<file path="config.mk">
export PLATFORM = sky130hd
export DESIGN_NAME = lpm_ctrl
export DESIGN_NICKNAME = d
export VERILOG_FILES = /design/src/core/lpm_pkg.sv /design/src/core/lpm_ctrl.sv
export SDC_FILE = /design/constraint.sdc
export NUM_CORES = 1
export LEC_CHECK = 0
export BUFFER_PORTS_ARGS = -buffer_cell sky130_fd_sc_hd__buf_2
export CORE_MARGIN = 1.5
export CORE_UTILIZATION = 50
export DETAILED_ROUTE_END_ITERATION = 10
export PLACE_DENSITY = 0.8
export REMOVE_ABC_BUFFERS = 1
export SYNTH_ARGS = -nofsm -noshare
export SYNTH_HDL_FRONTEND = slang
export SYNTH_SLANG_ARGS = --single-unit
</file>
<file path="constraint.sdc">
create_clock -name aclk -period 4.1 [get_ports aclk]
set_clock_uncertainty 0.05 [all_clocks]
set_input_delay 0.41 -clock aclk [delete_from_list [all_inputs] [get_ports aclk]]
set_output_delay 0.41 -clock aclk [all_outputs]
set_load 0.005 [all_outputs]
</file>
<file path="src/core/lpm_pkg.sv">
`default_nettype none
package lpm_pkg;
  localparam int unsigned AXI_AW = 8;
  localparam logic [7:0] CTRL_OFF = 8'h00;
  localparam logic [7:0] STAT_OFF = 8'h04;
  localparam logic [1:0] RESP_OKAY = 2'h0;
  localparam logic [1:0] RESP_SLVERR = 2'h2;
  // Control register fields.
  localparam int unsigned C_OSC = 0;
  localparam int unsigned C_STOPEN = 1;
  localparam int unsigned C_BCS = 2;
  localparam int unsigned C_PLL_POWER_ON = 3;
  localparam int unsigned C_CH_LO = 4;
  localparam int unsigned CH_W = 5;
  localparam logic [CH_W-1:0] CH_RESET = 5'h00;
  localparam logic [CH_W-1:0] CH_POWER_DOWN = 5'h1f;
  // Status register fields.
  localparam int unsigned S_MODE_LO = 0;
  localparam int unsigned S_BW = 4;
  localparam int unsigned S_IMASK = 5;
  localparam int unsigned S_IDX_LO = 8;
  // Vector table: slot index i sits at VEC_BASE + 2*i, high byte first.
  localparam logic [15:0] VEC_BASE = 16'hffdc;
  localparam int unsigned SLOTS = 18;
  localparam int unsigned IDX_W = 5;
  localparam logic [IDX_W-1:0] IDX_TB = 5'h00;
  localparam logic [IDX_W-1:0] IDX_KBD = 5'h02;
  localparam logic [IDX_W-1:0] IDX_RSVD = 5'h09;
  localparam logic [IDX_W-1:0] IDX_EXT = 5'h0f;
  localparam logic [IDX_W-1:0] IDX_SWI = 5'h10;
  localparam logic [IDX_W-1:0] IDX_RESET = 5'h11;
  localparam int unsigned REC_W = 12;
  localparam int unsigned DIV_W = 8;
  typedef enum logic [3:0] {
    ST_RUN = 4'h1,
    ST_WAIT = 4'h2,
    ST_STOP = 4'h4,
    ST_RECOV = 4'h8
  } lpm_state_e;
  typedef struct packed {
    logic cpu_clk_en;
    logic bus_clk_en;
    logic crystal_clock_en;
    logic osc_enable;
    logic pll_enable;
    logic bus_clock_output_en;
    logic clock_gen_interrupt_en;
    logic adc_enable;
    logic brk_active;
    logic cop_clk_en;
  } lpm_gates_s;
endpackage : lpm_pkg
`default_nettype wire

</file>
<file path="src/core/lpm_ctrl.sv">
`default_nettype none
module lpm_ctrl #(
  parameter int unsigned XTAL_DIV = 4,
  parameter int unsigned RECOVERY_TICKS = 4096
) (
  // Clock and reset.
  input wire logic aclk,
  input wire logic aresetn,
  // AXI4-Lite slave.
  input wire logic [lpm_pkg::AXI_AW-1:0] s_axi_awaddr,
  input wire logic s_axi_awvalid,
  output logic s_axi_awready,
  input wire logic [31:0] s_axi_wdata,
  input wire logic [3:0] s_axi_wstrb,
  input wire logic s_axi_wvalid,
  output logic s_axi_wready,
  output logic [1:0] s_axi_bresp,
  output logic s_axi_bvalid,
  input wire logic s_axi_bready,
  input wire logic [lpm_pkg::AXI_AW-1:0] s_axi_araddr,
  input wire logic s_axi_arvalid,
  output logic s_axi_arready,
  output logic [31:0] s_axi_rdata,
  output logic [1:0] s_axi_rresp,
  output logic s_axi_rvalid,
  input wire logic s_axi_rready,
  // Processor core and peripheral requests.
  input wire logic wait_instr,
  input wire logic stop_instr,
  input wire logic reset_req,
  input wire logic brk_req,
  input wire logic [lpm_pkg::SLOTS-1:0] irq_req,
  // Clock gates and peripheral controls.
  output lpm_pkg::lpm_gates_s gates,
  output logic adc_abort,
  output logic cop_presc_clr,
  // Wake results towards the core.
  output logic i_mask,
  output logic [15:0] vector_addr,
  output logic vector_valid
);
  import lpm_pkg::*;

  lpm_state_e st_r, st_nxt;
  logic osc_stop_en_r, stop_en_r, bcs_r, pll_power_on_r;
  logic [CH_W-1:0] ch_sel_r;
  logic bw_r;
  logic [IDX_W-1:0] idx_r, wake_idx;
  logic [REC_W-1:0] rec_cnt_r;
  logic [DIV_W-1:0] div_r;
  logic xtick;
  logic wait_wake, stop_wake, stop_go, rec_done;
  logic aw_rdy_r, w_rdy_r, ar_rdy_r;
  logic [AXI_AW-1:0] awaddr_r;
  logic [31:0] wdata_r;
  logic [3:0] wstrb_r;
  logic wr_go;

  // Picks the highest-priority pending source; later slots outrank earlier.
  function automatic logic [IDX_W-1:0] top_src(
    input logic [SLOTS-1:0] req, input logic break_unit);
    logic [IDX_W-1:0] r;
    r = IDX_TB;
    for (int i = 0; i < SLOTS; i++) begin
      if (req[i] && (IDX_W'(i) != IDX_RSVD)) begin
        r = IDX_W'(i);
      end
    end
    if (break_unit) begin
      r = IDX_SWI;
    end
    return r;
  endfunction : top_src

  // Vector address of a slot, high byte at the even address.
  function automatic logic [15:0] vec_of(input logic [IDX_W-1:0] idx);
    return VEC_BASE + {10'h000, idx, 1'b0};
  endfunction : vec_of

  // Wake qualification; stop only hears external, keyboard, break, timer-base with osc.
  always_comb begin
    wait_wake = brk_req;
    stop_wake = brk_req | irq_req[IDX_EXT] | irq_req[IDX_KBD]
              | (irq_req[IDX_TB] & osc_stop_en_r);
    for (int i = 0; i < SLOTS; i++) begin
      if (IDX_W'(i) != IDX_RSVD) begin
        wait_wake = wait_wake | irq_req[i];
      end
    end
    wake_idx = top_src(irq_req, brk_req);
  end

  assign stop_go = stop_instr & stop_en_r;
  assign rec_done = xtick && (rec_cnt_r == REC_W'(RECOVERY_TICKS - 1));

  // Mode sequencer; an ignored stop leaves the core running.
  always_comb begin
    st_nxt = st_r;
    case (st_r)
      ST_RUN: begin
        if (wait_instr) begin
          st_nxt = ST_WAIT;
        end else if (stop_go) begin
          st_nxt = ST_STOP;
        end
      end
      ST_WAIT: begin
        if (reset_req || wait_wake) begin
          st_nxt = ST_RUN;
        end
      end
      ST_STOP: begin
        if (reset_req || stop_wake) begin
          st_nxt = ST_RECOV;
        end
      end
      ST_RECOV: begin
        if (rec_done) begin
          st_nxt = ST_RUN;
        end
      end
      default: st_nxt = ST_RUN;
    endcase
  end

  // State register.
  always_ff @(posedge aclk) begin
    if (!aresetn) begin
      st_r <= ST_RUN;
    end else begin
      st_r <= st_nxt;
    end
  end

  // Crystal-rate enable for the recovery count only. It restarts in stop,
  // so a wake never lands mid-tick and shortens the recovery delay.
  always_ff @(posedge aclk) begin
    if (!aresetn || st_r == ST_STOP) begin
      div_r <= '0;
    end else if (div_r == DIV_W'(XTAL_DIV - 1)) begin
      div_r <= '0;
    end else begin
      div_r <= div_r + 8'h01;
    end
  end
  assign xtick = (div_r == DIV_W'(XTAL_DIV - 1));

  // Stop recovery counter; restarts for each wake so the delay is full.
  always_ff @(posedge aclk) begin
    if (!aresetn || st_r != ST_RECOV) begin
      rec_cnt_r <= '0;
    end else if (xtick) begin
      rec_cnt_r <= rec_cnt_r + 12'h001;
    end
  end

  // Wake source latch, taken when leaving wait or stop.
  always_ff @(posedge aclk) begin
    if (!aresetn) begin
      idx_r <= IDX_RESET;
    end else if ((st_r == ST_WAIT || st_r == ST_STOP) && reset_req) begin
      idx_r <= IDX_RESET;
    end else if ((st_r == ST_WAIT && wait_wake) ||
                 (st_r == ST_STOP && stop_wake)) begin
      idx_r <= wake_idx;
    end
  end

  // Vector delivery in the first cycle of run, so clocks are already on.
  always_ff @(posedge aclk) begin
    if (!aresetn) begin
      vector_valid <= 1'b0;
      vector_addr <= vec_of(IDX_RESET);
    end else begin
      vector_valid <= 1'b0;
      if (st_r != ST_RUN && st_nxt == ST_RUN) begin
        vector_valid <= 1'b1;
        vector_addr <= (st_r == ST_WAIT)
                     ? vec_of(reset_req ? IDX_RESET : wake_idx)
                     : vec_of(idx_r);
      end
    end
  end

  // Interrupt mask: cleared by wait or an enabled stop, set by a reset wake.
  always_ff @(posedge aclk) begin
    if (!aresetn) begin
      i_mask <= 1'b1;
    end else if (st_r == ST_RUN && (wait_instr || stop_go)) begin
      i_mask <= 1'b0;
    end else if (st_r != ST_RUN && reset_req) begin
      i_mask <= 1'b1;
    end
  end

  // One-cycle pulses on stop entry for converter and watchdog.
  always_ff @(posedge aclk) begin
    if (!aresetn) begin
      adc_abort <= 1'b0;
      cop_presc_clr <= 1'b0;
    end else begin
      adc_abort <= (st_r == ST_RUN) && !wait_instr && stop_go;
      cop_presc_clr <= (st_r == ST_RUN) && !wait_instr && stop_go;
    end
  end

  // Clock gates follow the next state so they line up with st_r.
  always_ff @(posedge aclk) begin
    if (!aresetn) begin
      gates <= '1; // Run state with the PLL powered, as pll_power_on_r resets high.
    end else begin
      gates.cpu_clk_en <= (st_nxt == ST_RUN);
      gates.bus_clk_en <= (st_nxt == ST_RUN) || (st_nxt == ST_WAIT)
        || (st_nxt == ST_STOP && osc_stop_en_r);
      gates.crystal_clock_en <= (st_nxt == ST_RUN) || (st_nxt == ST_WAIT)
        || (st_nxt == ST_STOP && osc_stop_en_r);
      gates.osc_enable <= !(st_nxt == ST_STOP && !osc_stop_en_r);
      gates.pll_enable <= pll_power_on_r && (st_nxt == ST_RUN || st_nxt == ST_WAIT);
      gates.bus_clock_output_en <= (st_nxt == ST_RUN) || (st_nxt == ST_WAIT)
        || (st_nxt == ST_STOP && osc_stop_en_r);
      gates.clock_gen_interrupt_en <= (st_nxt == ST_RUN)
        || (st_nxt == ST_WAIT);
      gates.adc_enable <= (st_nxt == ST_RUN || st_nxt == ST_WAIT)
        && (ch_sel_r != CH_POWER_DOWN);
      gates.brk_active <= (st_nxt == ST_RUN) || (st_nxt == ST_WAIT);
      gates.cop_clk_en <= (st_nxt == ST_RUN) || (st_nxt == ST_WAIT);
    end
  end

  // Write channel capture; address and data may arrive in either order.
  always_ff @(posedge aclk) begin
    if (!aresetn) begin
      aw_rdy_r <= 1'b1;
      w_rdy_r <= 1'b1;
      awaddr_r <= '0;
      wdata_r <= '0;
      wstrb_r <= '0;
      s_axi_bvalid <= 1'b0;
      s_axi_bresp <= RESP_OKAY;
    end else begin
      if (s_axi_awvalid && aw_rdy_r) begin
        aw_rdy_r <= 1'b0;
        awaddr_r <= s_axi_awaddr;
      end
      if (s_axi_wvalid && w_rdy_r) begin
        w_rdy_r <= 1'b0;
        wdata_r <= s_axi_wdata;
        wstrb_r <= s_axi_wstrb;
      end
      if (wr_go) begin
        s_axi_bvalid <= 1'b1;
        s_axi_bresp <= (awaddr_r == CTRL_OFF || awaddr_r == STAT_OFF)
                     ? RESP_OKAY : RESP_SLVERR;
      end else if (s_axi_bvalid && s_axi_bready) begin
        s_axi_bvalid <= 1'b0;
        aw_rdy_r <= 1'b1;
        w_rdy_r <= 1'b1;
      end
    end
  end
  assign wr_go = !aw_rdy_r && !w_rdy_r && !s_axi_bvalid;
  assign s_axi_awready = aw_rdy_r;
  assign s_axi_wready = w_rdy_r;

  // Control register; hardware forces the source select low on stop entry.
  always_ff @(posedge aclk) begin
    if (!aresetn) begin
      osc_stop_en_r <= 1'b0;
      stop_en_r <= 1'b0;
      bcs_r <= 1'b0;
      pll_power_on_r <= 1'b1;
      ch_sel_r <= CH_RESET;
    end else begin
      if (wr_go && awaddr_r == CTRL_OFF) begin
        if (wstrb_r[0]) begin
          osc_stop_en_r <= wdata_r[C_OSC];
          stop_en_r <= wdata_r[C_STOPEN];
          bcs_r <= wdata_r[C_BCS];
          pll_power_on_r <= wdata_r[C_PLL_POWER_ON];
          ch_sel_r[3:0] <= wdata_r[C_CH_LO +: 4];
        end
        if (wstrb_r[1]) begin
          ch_sel_r[4] <= wdata_r[C_CH_LO + 4];
        end
      end
      if (st_r == ST_RUN && !wait_instr && stop_go) begin
        bcs_r <= 1'b0;
      end
    end
  end

  // Break flag: write one to clear, a new break in the same cycle wins.
  always_ff @(posedge aclk) begin
    if (!aresetn) begin
      bw_r <= 1'b0;
    end else if (brk_req && (st_r == ST_WAIT || st_r == ST_STOP)) begin
      bw_r <= 1'b1;
    end else if (wr_go && awaddr_r == STAT_OFF && wstrb_r[0]
                 && wdata_r[S_BW]) begin
      bw_r <= 1'b0;
    end
  end

  // Read channel; data is taken at the address handshake.
  always_ff @(posedge aclk) begin
    if (!aresetn) begin
      ar_rdy_r <= 1'b1;
      s_axi_rvalid <= 1'b0;
      s_axi_rdata <= '0;
      s_axi_rresp <= RESP_OKAY;
    end else if (s_axi_arvalid && ar_rdy_r) begin
      ar_rdy_r <= 1'b0;
      s_axi_rvalid <= 1'b1;
      s_axi_rdata <= '0;
      s_axi_rresp <= RESP_OKAY;
      if (s_axi_araddr == CTRL_OFF) begin
        s_axi_rdata[C_OSC] <= osc_stop_en_r;
        s_axi_rdata[C_STOPEN] <= stop_en_r;
        s_axi_rdata[C_BCS] <= bcs_r;
        s_axi_rdata[C_PLL_POWER_ON] <= pll_power_on_r;
        s_axi_rdata[C_CH_LO +: CH_W] <= ch_sel_r;
      end else if (s_axi_araddr == STAT_OFF) begin
        s_axi_rdata[S_MODE_LO +: 4] <= st_r;
        s_axi_rdata[S_BW] <= bw_r;
        s_axi_rdata[S_IMASK] <= i_mask;
        s_axi_rdata[S_IDX_LO +: IDX_W] <= idx_r;
      end else begin
        s_axi_rresp <= RESP_SLVERR;
      end
    end else if (s_axi_rvalid && s_axi_rready) begin
      s_axi_rvalid <= 1'b0;
      ar_rdy_r <= 1'b1;
    end
  end
  assign s_axi_arready = ar_rdy_r;

  // Checks kept beside the logic they guard.
  property p_wait_gates;
    @(posedge aclk) disable iff (!aresetn)
    st_r == ST_WAIT |-> !gates.cpu_clk_en && gates.bus_clk_en;
  endproperty
  a_wait_gates: assert property (p_wait_gates)
    else $error("wait state gate mismatch");

  property p_stop_bus;
    @(posedge aclk) disable iff (!aresetn)
    st_r == ST_STOP |-> !gates.cpu_clk_en
      && (gates.bus_clk_en == osc_stop_en_r);
  endproperty
  a_stop_bus: assert property (p_stop_bus)
    else $error("stop state bus clock mismatch");

  property p_stop_blocked;
    @(posedge aclk) disable iff (!aresetn)
    st_r == ST_RUN && stop_instr && !wait_instr && !stop_en_r
      |=> st_r == ST_RUN;
  endproperty
  a_stop_blocked: assert property (p_stop_blocked)
    else $error("stop taken while disabled");

  property p_wait_mask;
    @(posedge aclk) disable iff (!aresetn)
    st_r == ST_RUN && wait_instr |=> st_r == ST_WAIT && !i_mask;
  endproperty
  a_wait_mask: assert property (p_wait_mask)
    else $error("wait did not clear mask");

  property p_bcs_clear;
    @(posedge aclk) disable iff (!aresetn)
    st_r == ST_RUN && stop_go && !wait_instr
      |=> !bcs_r && adc_abort && cop_presc_clr && !gates.adc_enable;
  endproperty
  a_bcs_clear: assert property (p_bcs_clear)
    else $error("stop entry effects missing");

  property p_recov_hold;
    @(posedge aclk) disable iff (!aresetn)
    $rose(st_r == ST_RECOV) |-> (!gates.cpu_clk_en)[*8];
  endproperty
  a_recov_hold: assert property (p_recov_hold)
    else $error("clock released early in recovery");

  property p_cop_stop;
    @(posedge aclk) disable iff (!aresetn)
    st_r == ST_STOP |-> !gates.cop_clk_en && !gates.pll_enable;
  endproperty
  a_cop_stop: assert property (p_cop_stop)
    else $error("watchdog or pll clocked in stop");

  property p_brk_flag;
    @(posedge aclk) disable iff (!aresetn)
    st_r == ST_STOP && brk_req |=> bw_r && st_r == ST_RECOV;
  endproperty
  a_brk_flag: assert property (p_brk_flag)
    else $error("break did not wake stop");

  property p_vec_clk;
    @(posedge aclk) disable iff (!aresetn)
    vector_valid |-> gates.cpu_clk_en && st_r == ST_RUN;
  endproperty
  a_vec_clk: assert property (p_vec_clk)
    else $error("vector issued with clock off");

  property p_reset_mask;
    @(posedge aclk) disable iff (!aresetn)
    st_r == ST_WAIT && reset_req |=> i_mask && vector_valid
      && vector_addr == vec_of(IDX_RESET);
  endproperty
  a_reset_mask: assert property (p_reset_mask)
    else $error("reset wake mask or vector wrong");
endmodule : lpm_ctrl
`default_nettype wire

</file>
## After elaboration in Yosys (flattened, before gate mapping)

Cells that the tools add are included.

- Register bits after elaboration: 105
- Bits of input ports: 81
- Output and inout bits: 71
- Logic and storage cells: 177

- Add/sub/neg operators: 4
- Eq/ne operators: 14
- Muxes and demuxes: 51
- Bitwise operators: 23
- Reductions and logical operators: 53

Operator list:

| operator | count |
|---|---|
| two-way mux 4 bit | 13 |
| logical AND 1 bit | 25 |
| two-way mux 5 bit | 5 |
| bitwise OR 1 bit | 20 |
| two-way mux 1 bit | 19 |
| adder 7 x 7 -> 8 bit, first input constant | 2 |
| equality test 8 x 3 -> 1 bit, second input constant | 2 |
| zero test 8 bit | 2 |
| two-way mux 16 bit | 1 |
| one-hot mux 4 bit (4 select lines) | 1 |
| adder 12 x 1 -> 12 bit, second input constant | 1 |
| equality test 12 bit, second input constant | 1 |
| two-way mux 2 bit | 6 |
| two-way mux 3 bit | 4 |
| two-way mux 6 bit | 2 |
| logical OR 1 bit | 10 |
| adder 8 x 1 -> 8 bit, second input constant | 1 |
| equality test 4 x 1 -> 1 bit, second input constant | 2 |
| equality test 4 x 2 -> 1 bit, second input constant | 2 |
| equality test 4 x 3 -> 1 bit, second input constant | 2 |
| equality test 8 x 2 -> 1 bit, second input constant | 1 |
| nonzero test 2 bit | 4 |
| zero test 1 bit | 7 |
| OR reduction 2 bit | 3 |
| other kinds (7) | 9 |

## Logic depth before layout (Yosys ltp)

- Depth after elaboration: 23
- Depth in mapped cells: 9
- Depth with buffers taken out: 8

## Worst setup path after synthesis

OpenSTA, ideal clock, no wires.

- Path kind: register to register
- Start: register st_r[2]
- End: register vector_addr[6]
- Library setup time: 132 ps
- Arrival: 2,077 ps
- Path slack: 1,841 ps
- Stages on the path, launching flop included: 10
- Clock period less this slack: 2,259 ps
- Path through: dfxtp_1 -> buf_6 -> or4b_1 -> buf_2 -> or3_4 -> nor2_1 -> a21oi_1 -> ha_1 -> a211oi_1 -> o21ai_1

- Word-level cells in the longest chain between the ends: 5
- Elaborated cells on any way between the ends: 14
- Classes of those cells: eq/ne: 6; mux: 7; reduce/logical: 1

Ends and longest elaborated chain:

| what | RTL line | source |
|---|---|---|
| from (decl) | lpm_ctrl.sv:44 | `lpm_state_e st_r, st_nxt;` |
| from (signal assigned) | lpm_ctrl.sv:131 | `st_r <= st_nxt;` |
| two-way mux 4 bit | lpm_ctrl.sv:103 | `end else if (stop_go) begin` |
| two-way mux 4 bit | lpm_ctrl.sv:101 | `if (wait_instr) begin` |
| one-hot mux 4 bit (4 select lines) | lpm_ctrl.sv:99 | `case (st_r)` |
| equality test 4 x 1 -> 1 bit | lpm_ctrl.sv:176 | `if (st_r != ST_RUN && st_nxt == ST_RUN) begin` |
| logical AND 1 bit | lpm_ctrl.sv:176 |  |
| to (signal assigned) | lpm_ctrl.sv:173 | `vector_addr <= vec_of(IDX_RESET);` |
| to (signal assigned) | lpm_ctrl.sv:178 | `vector_addr <= (st_r == ST_WAIT)` |
| to (decl) | lpm_ctrl.sv:39 | `output logic [15:0] vector_addr,` |

Several ways; a longest one is shown, not always the timed one.
A chain may end at the register's enable or synchronous reset.

## Final worst setup path

- Start: register div_r[0]
- End: register vector_addr[14]

- Word-level cells in the longest chain between the ends: 6

Ends and longest elaborated chain:

| what | RTL line | source |
|---|---|---|
| from (decl) | lpm_ctrl.sv:50 | `logic [DIV_W-1:0] div_r;` |
| from (signal assigned) | lpm_ctrl.sv:143 | `div_r <= div_r + 8'h01;` |
| equality test 8 x 2 -> 1 bit | lpm_ctrl.sv:146 | `assign xtick = (div_r == DIV_W'(XTAL_DIV - 1));` |
| logical AND 1 bit | lpm_ctrl.sv:94 | `assign rec_done = xtick && (rec_cnt_r == REC_W'(RECOVERY_TICKS - 1));` |
| two-way mux 4 bit | lpm_ctrl.sv:118 | `if (rec_done) begin` |
| one-hot mux 4 bit (4 select lines) | lpm_ctrl.sv:99 |  |
| equality test 4 x 1 -> 1 bit | lpm_ctrl.sv:176 |  |
| logical AND 1 bit | lpm_ctrl.sv:176 |  |

Every way passes these cells.

==> results.md <==
* Hold Buf Count CTS at 0
* Initial antenna violation count at 0
* Clk slew on worst S/H paths at approximately 0.1 ns
* Routed WL at between 9 and 10 mm
* Buffers added on ports at 103
* Commonest non-fill, non-tap cell in the layout: buf_2
* Global route overflow at 0
* Commonest non-fill, non-tap cells in the layout: buf_2, dfxtp_1, nor2_1, nand2_1, a21oi_1
* Filler cell count in the final layout at 745
* Die area at between 9000 and 10000 µm²
* Post-DR wirelength/cell at 14.0 µm
* Global-route wire length before repair at approximately 15 mm
* Ys Warns at 0
* Post-Synthesis Cells at 504
* Flop pwr share at ~53%
* Via density at 5.45
* P_sw at 467 µW
* Setup ws final at about 1.5 ns
* Status: complete, no violations
* Post-synthesis instance area at around 4300 µm²
* Tcrit/Tclk final at about 62%
* Post-route cell area at 4860 µm²
* Required time of the critical path at 4.36 ns
* Die Y at 95.3 µm
* Fmax at 391 MHz
* Area leader, netlist: dfxtp_1
* Tightest Pin Transition at 0.710 ns
* Clock sink count at 94
* Sum Neg Setup Slack at 0 ns
* Internal power at 1.36 mW
* # H-tree levels at 3
* Fin nets at roughly 670
* DRC Markers at 0
* Clock power frac at a little under two fifths
* Num ports at roughly 150
* Share of cells above drive strength 1 at a little under a quarter
* Die width at 95.3 µm
* Total power divided by cell area at approximately 380 nW/µm²
* Post-synthesis sequential area ratio at about 44%
* CTS max path bufs at 2
* Pin count of the biggest net entering global routing at 32
* Netlist cell types at 54
* Top FF cell, synth: dfxtp_1
* Antenna diode count at 0
* Hold WC Path Type: input port to register
* Max Cap Violations at 0
* Post-synth EDFFs at 0
* Row count at 33
* Slew margin rel. at roughly 52%
* Area share of the leading cell type in the synthesized netlist at 44.1%
* Crit path DAT at 2.82 ns
* Area contributors post-synth: dfxtp_1, buf_4, nor2_1, a21oi_1, nand2_1
* Power share of the combinational group at 9.5%
* Resized cells post-CTS at 0
* Peak VDD IR at 0.000209 V
* Sw Share at approximately a quarter
* Crit Path Class: register to register
* DP Area at roughly 4600 µm²
* Initial Util at 51.9%
* Iteration-0 DRC Markers at between 150 and 200
* Core footprint at 8220 µm²
* DR vias at 3769
* TritonCTS Buffers at 9
* Register bit total from synthesis at between 90 and 100
* Post-CTS Setup Inserts at 0
* Pleak at 2.04 nW
* Slew Viols, Final at 0
* Mean Syn Cell Area at 8.46 µm²
* Final Core Density at 59.2%
* Root buf cell: clkbuf_8
* Clock latency on the worst-skew pair at 0.37 ns
* Dpl hpwl at just over 7 mm
* # setup viols final at 0
* CP endpoint kind: register
* Antenna Nets Post-Route at 0
* Area Growth Syn to Fin at 14.1%
* Tmin final at roughly 2.6 ns
* Pre-CTS setup slack at about 1.5 ns
* RSZ-0062 raised after global routing: no
* Pre-antenna DRT Iters at 5
* Async SR Flop Fraction at 0%
* Vias in the first global route at 3370
* CP Max Fanout at 8
* Startpoint type of the worst setup path: register
* CTS tree: done
* Total global-route track usage at 21.7%
* GPL Wtd Cong at between 0.8 and 0.9
* Hold Vio Cnt, Final at 0
worst max-delay path, cell delays in order (launching register included):
cell and delay [ns]:
dfxtp_1 0.38, ha_1 0.25, nor4b_2 0.34, nand4_1 0.37, o22a_2 0.40, a21oi_1 0.43
o32ai_1 0.20, nand2_1 0.10
cell families (layout without fill, tap and decap cells):
kind of cell / after synthesis / in the layout / synth area share (%)
AO/OA/AOI/OAI: 94 / 94 / 13.8
buffers and inverters: 68 / 130 / 9.33
XOR/XNOR: 17 / 17 / 3.49
flip-flops: 94 / 94 / 44.1
multiplexers: 20 / 20 / 4.70
AND/OR/NAND/NOR: 207 / 207 / 23.5
adder cells (fa/ha/maj): 3 / 3 / 0.881
other: 1 / 22 / 0.0880
cells in the mapped netlist (8+ instances only):
cell type / instances
dfxtp_1: 94
nor2_1: 70
o21ai_0: 14
nand3_1: 16
xor2_1: 12
buf_4: 35
or3_1: 8
and2_1: 8
nand2_1: 56
mux2i_1: 20
clkbuf_1: 17
inv_1: 9
nor3_1: 12
a21oi_1: 46
nand4_1: 10
final timing paths:
path,slack (ns),endpoint,start,depth (start not counted)
min reg2reg,0.41,wdata_r[8]$_SDFFE_PN0P_,wdata_r[8]$_SDFFE_PN0P_,2
max,1.54,vector_addr[14]$_SDFFE_PN1P_,div_r[0]$_SDFF_PP0_,7
max reg2reg,1.54,vector_addr[14]$_SDFFE_PN1P_,div_r[0]$_SDFF_PP0_,7
min,0.22,wstrb_r[1]$_SDFFE_PN0P_,s_axi_wstrb[1],3
final cells by class:
cell class              count  area [µm²]  area share [%]
multi-input cells         363        2060            42.4
repair buffers            104         523            10.8
well taps                 105         131            2.70
clock buffers               9         124            2.55
inverters                  10        37.5           0.772
flip-flops and latches     94        1880            38.7
clock inverters             7         103            2.11
per-layer routing:
layer / vias to the layer above / track usage [%] / share of wire [%]
li1: 1850 / - / -
met3: 18 / 4.78 / 7.4
met5: - / 0 / 0
met1: 1741 / 27.6 / 43
met2: 160 / 35.9 / 48
met4: 0 / 7.84 / 1.8
through the flow:
stage               hold WS [ns]  std cells  power [mW]
global placement           0.391        676        1.15
CTS                        0.212        692        1.84
floorplan                  0.380        467        1.08
global route               0.216        692        1.91
finish                     0.217        692        1.83
detailed placement         0.397        676        1.16
flip-flops by register name, summed over array words and instances (netlist names), 2 cells and up:
register / count
gates: 6
awaddr_r: 8
st_r: 4
wdata_r: 9
vector_addr: 7
wstrb_r: 2
idx_r: 5
rec_cnt_r: 12
ch_sel_r: 5
div_r: 8
s_axi_rdata: 13
power by group through the flow:
stage | sequential [mW] | combinational (mW) | clock (mW)
final | 0.967 | 0.174 | 0.690
after global routing | 0.971 | 0.195 | 0.741
after CTS | 0.967 | 0.173 | 0.704
after detailed placement | 0.987 | 0.172 | 0
after global placement | 0.985 | 0.167 | 0
after floorplan | 0.984 | 0.0916 | 0
Note: power is estimated with default switching activity, not from simulation.
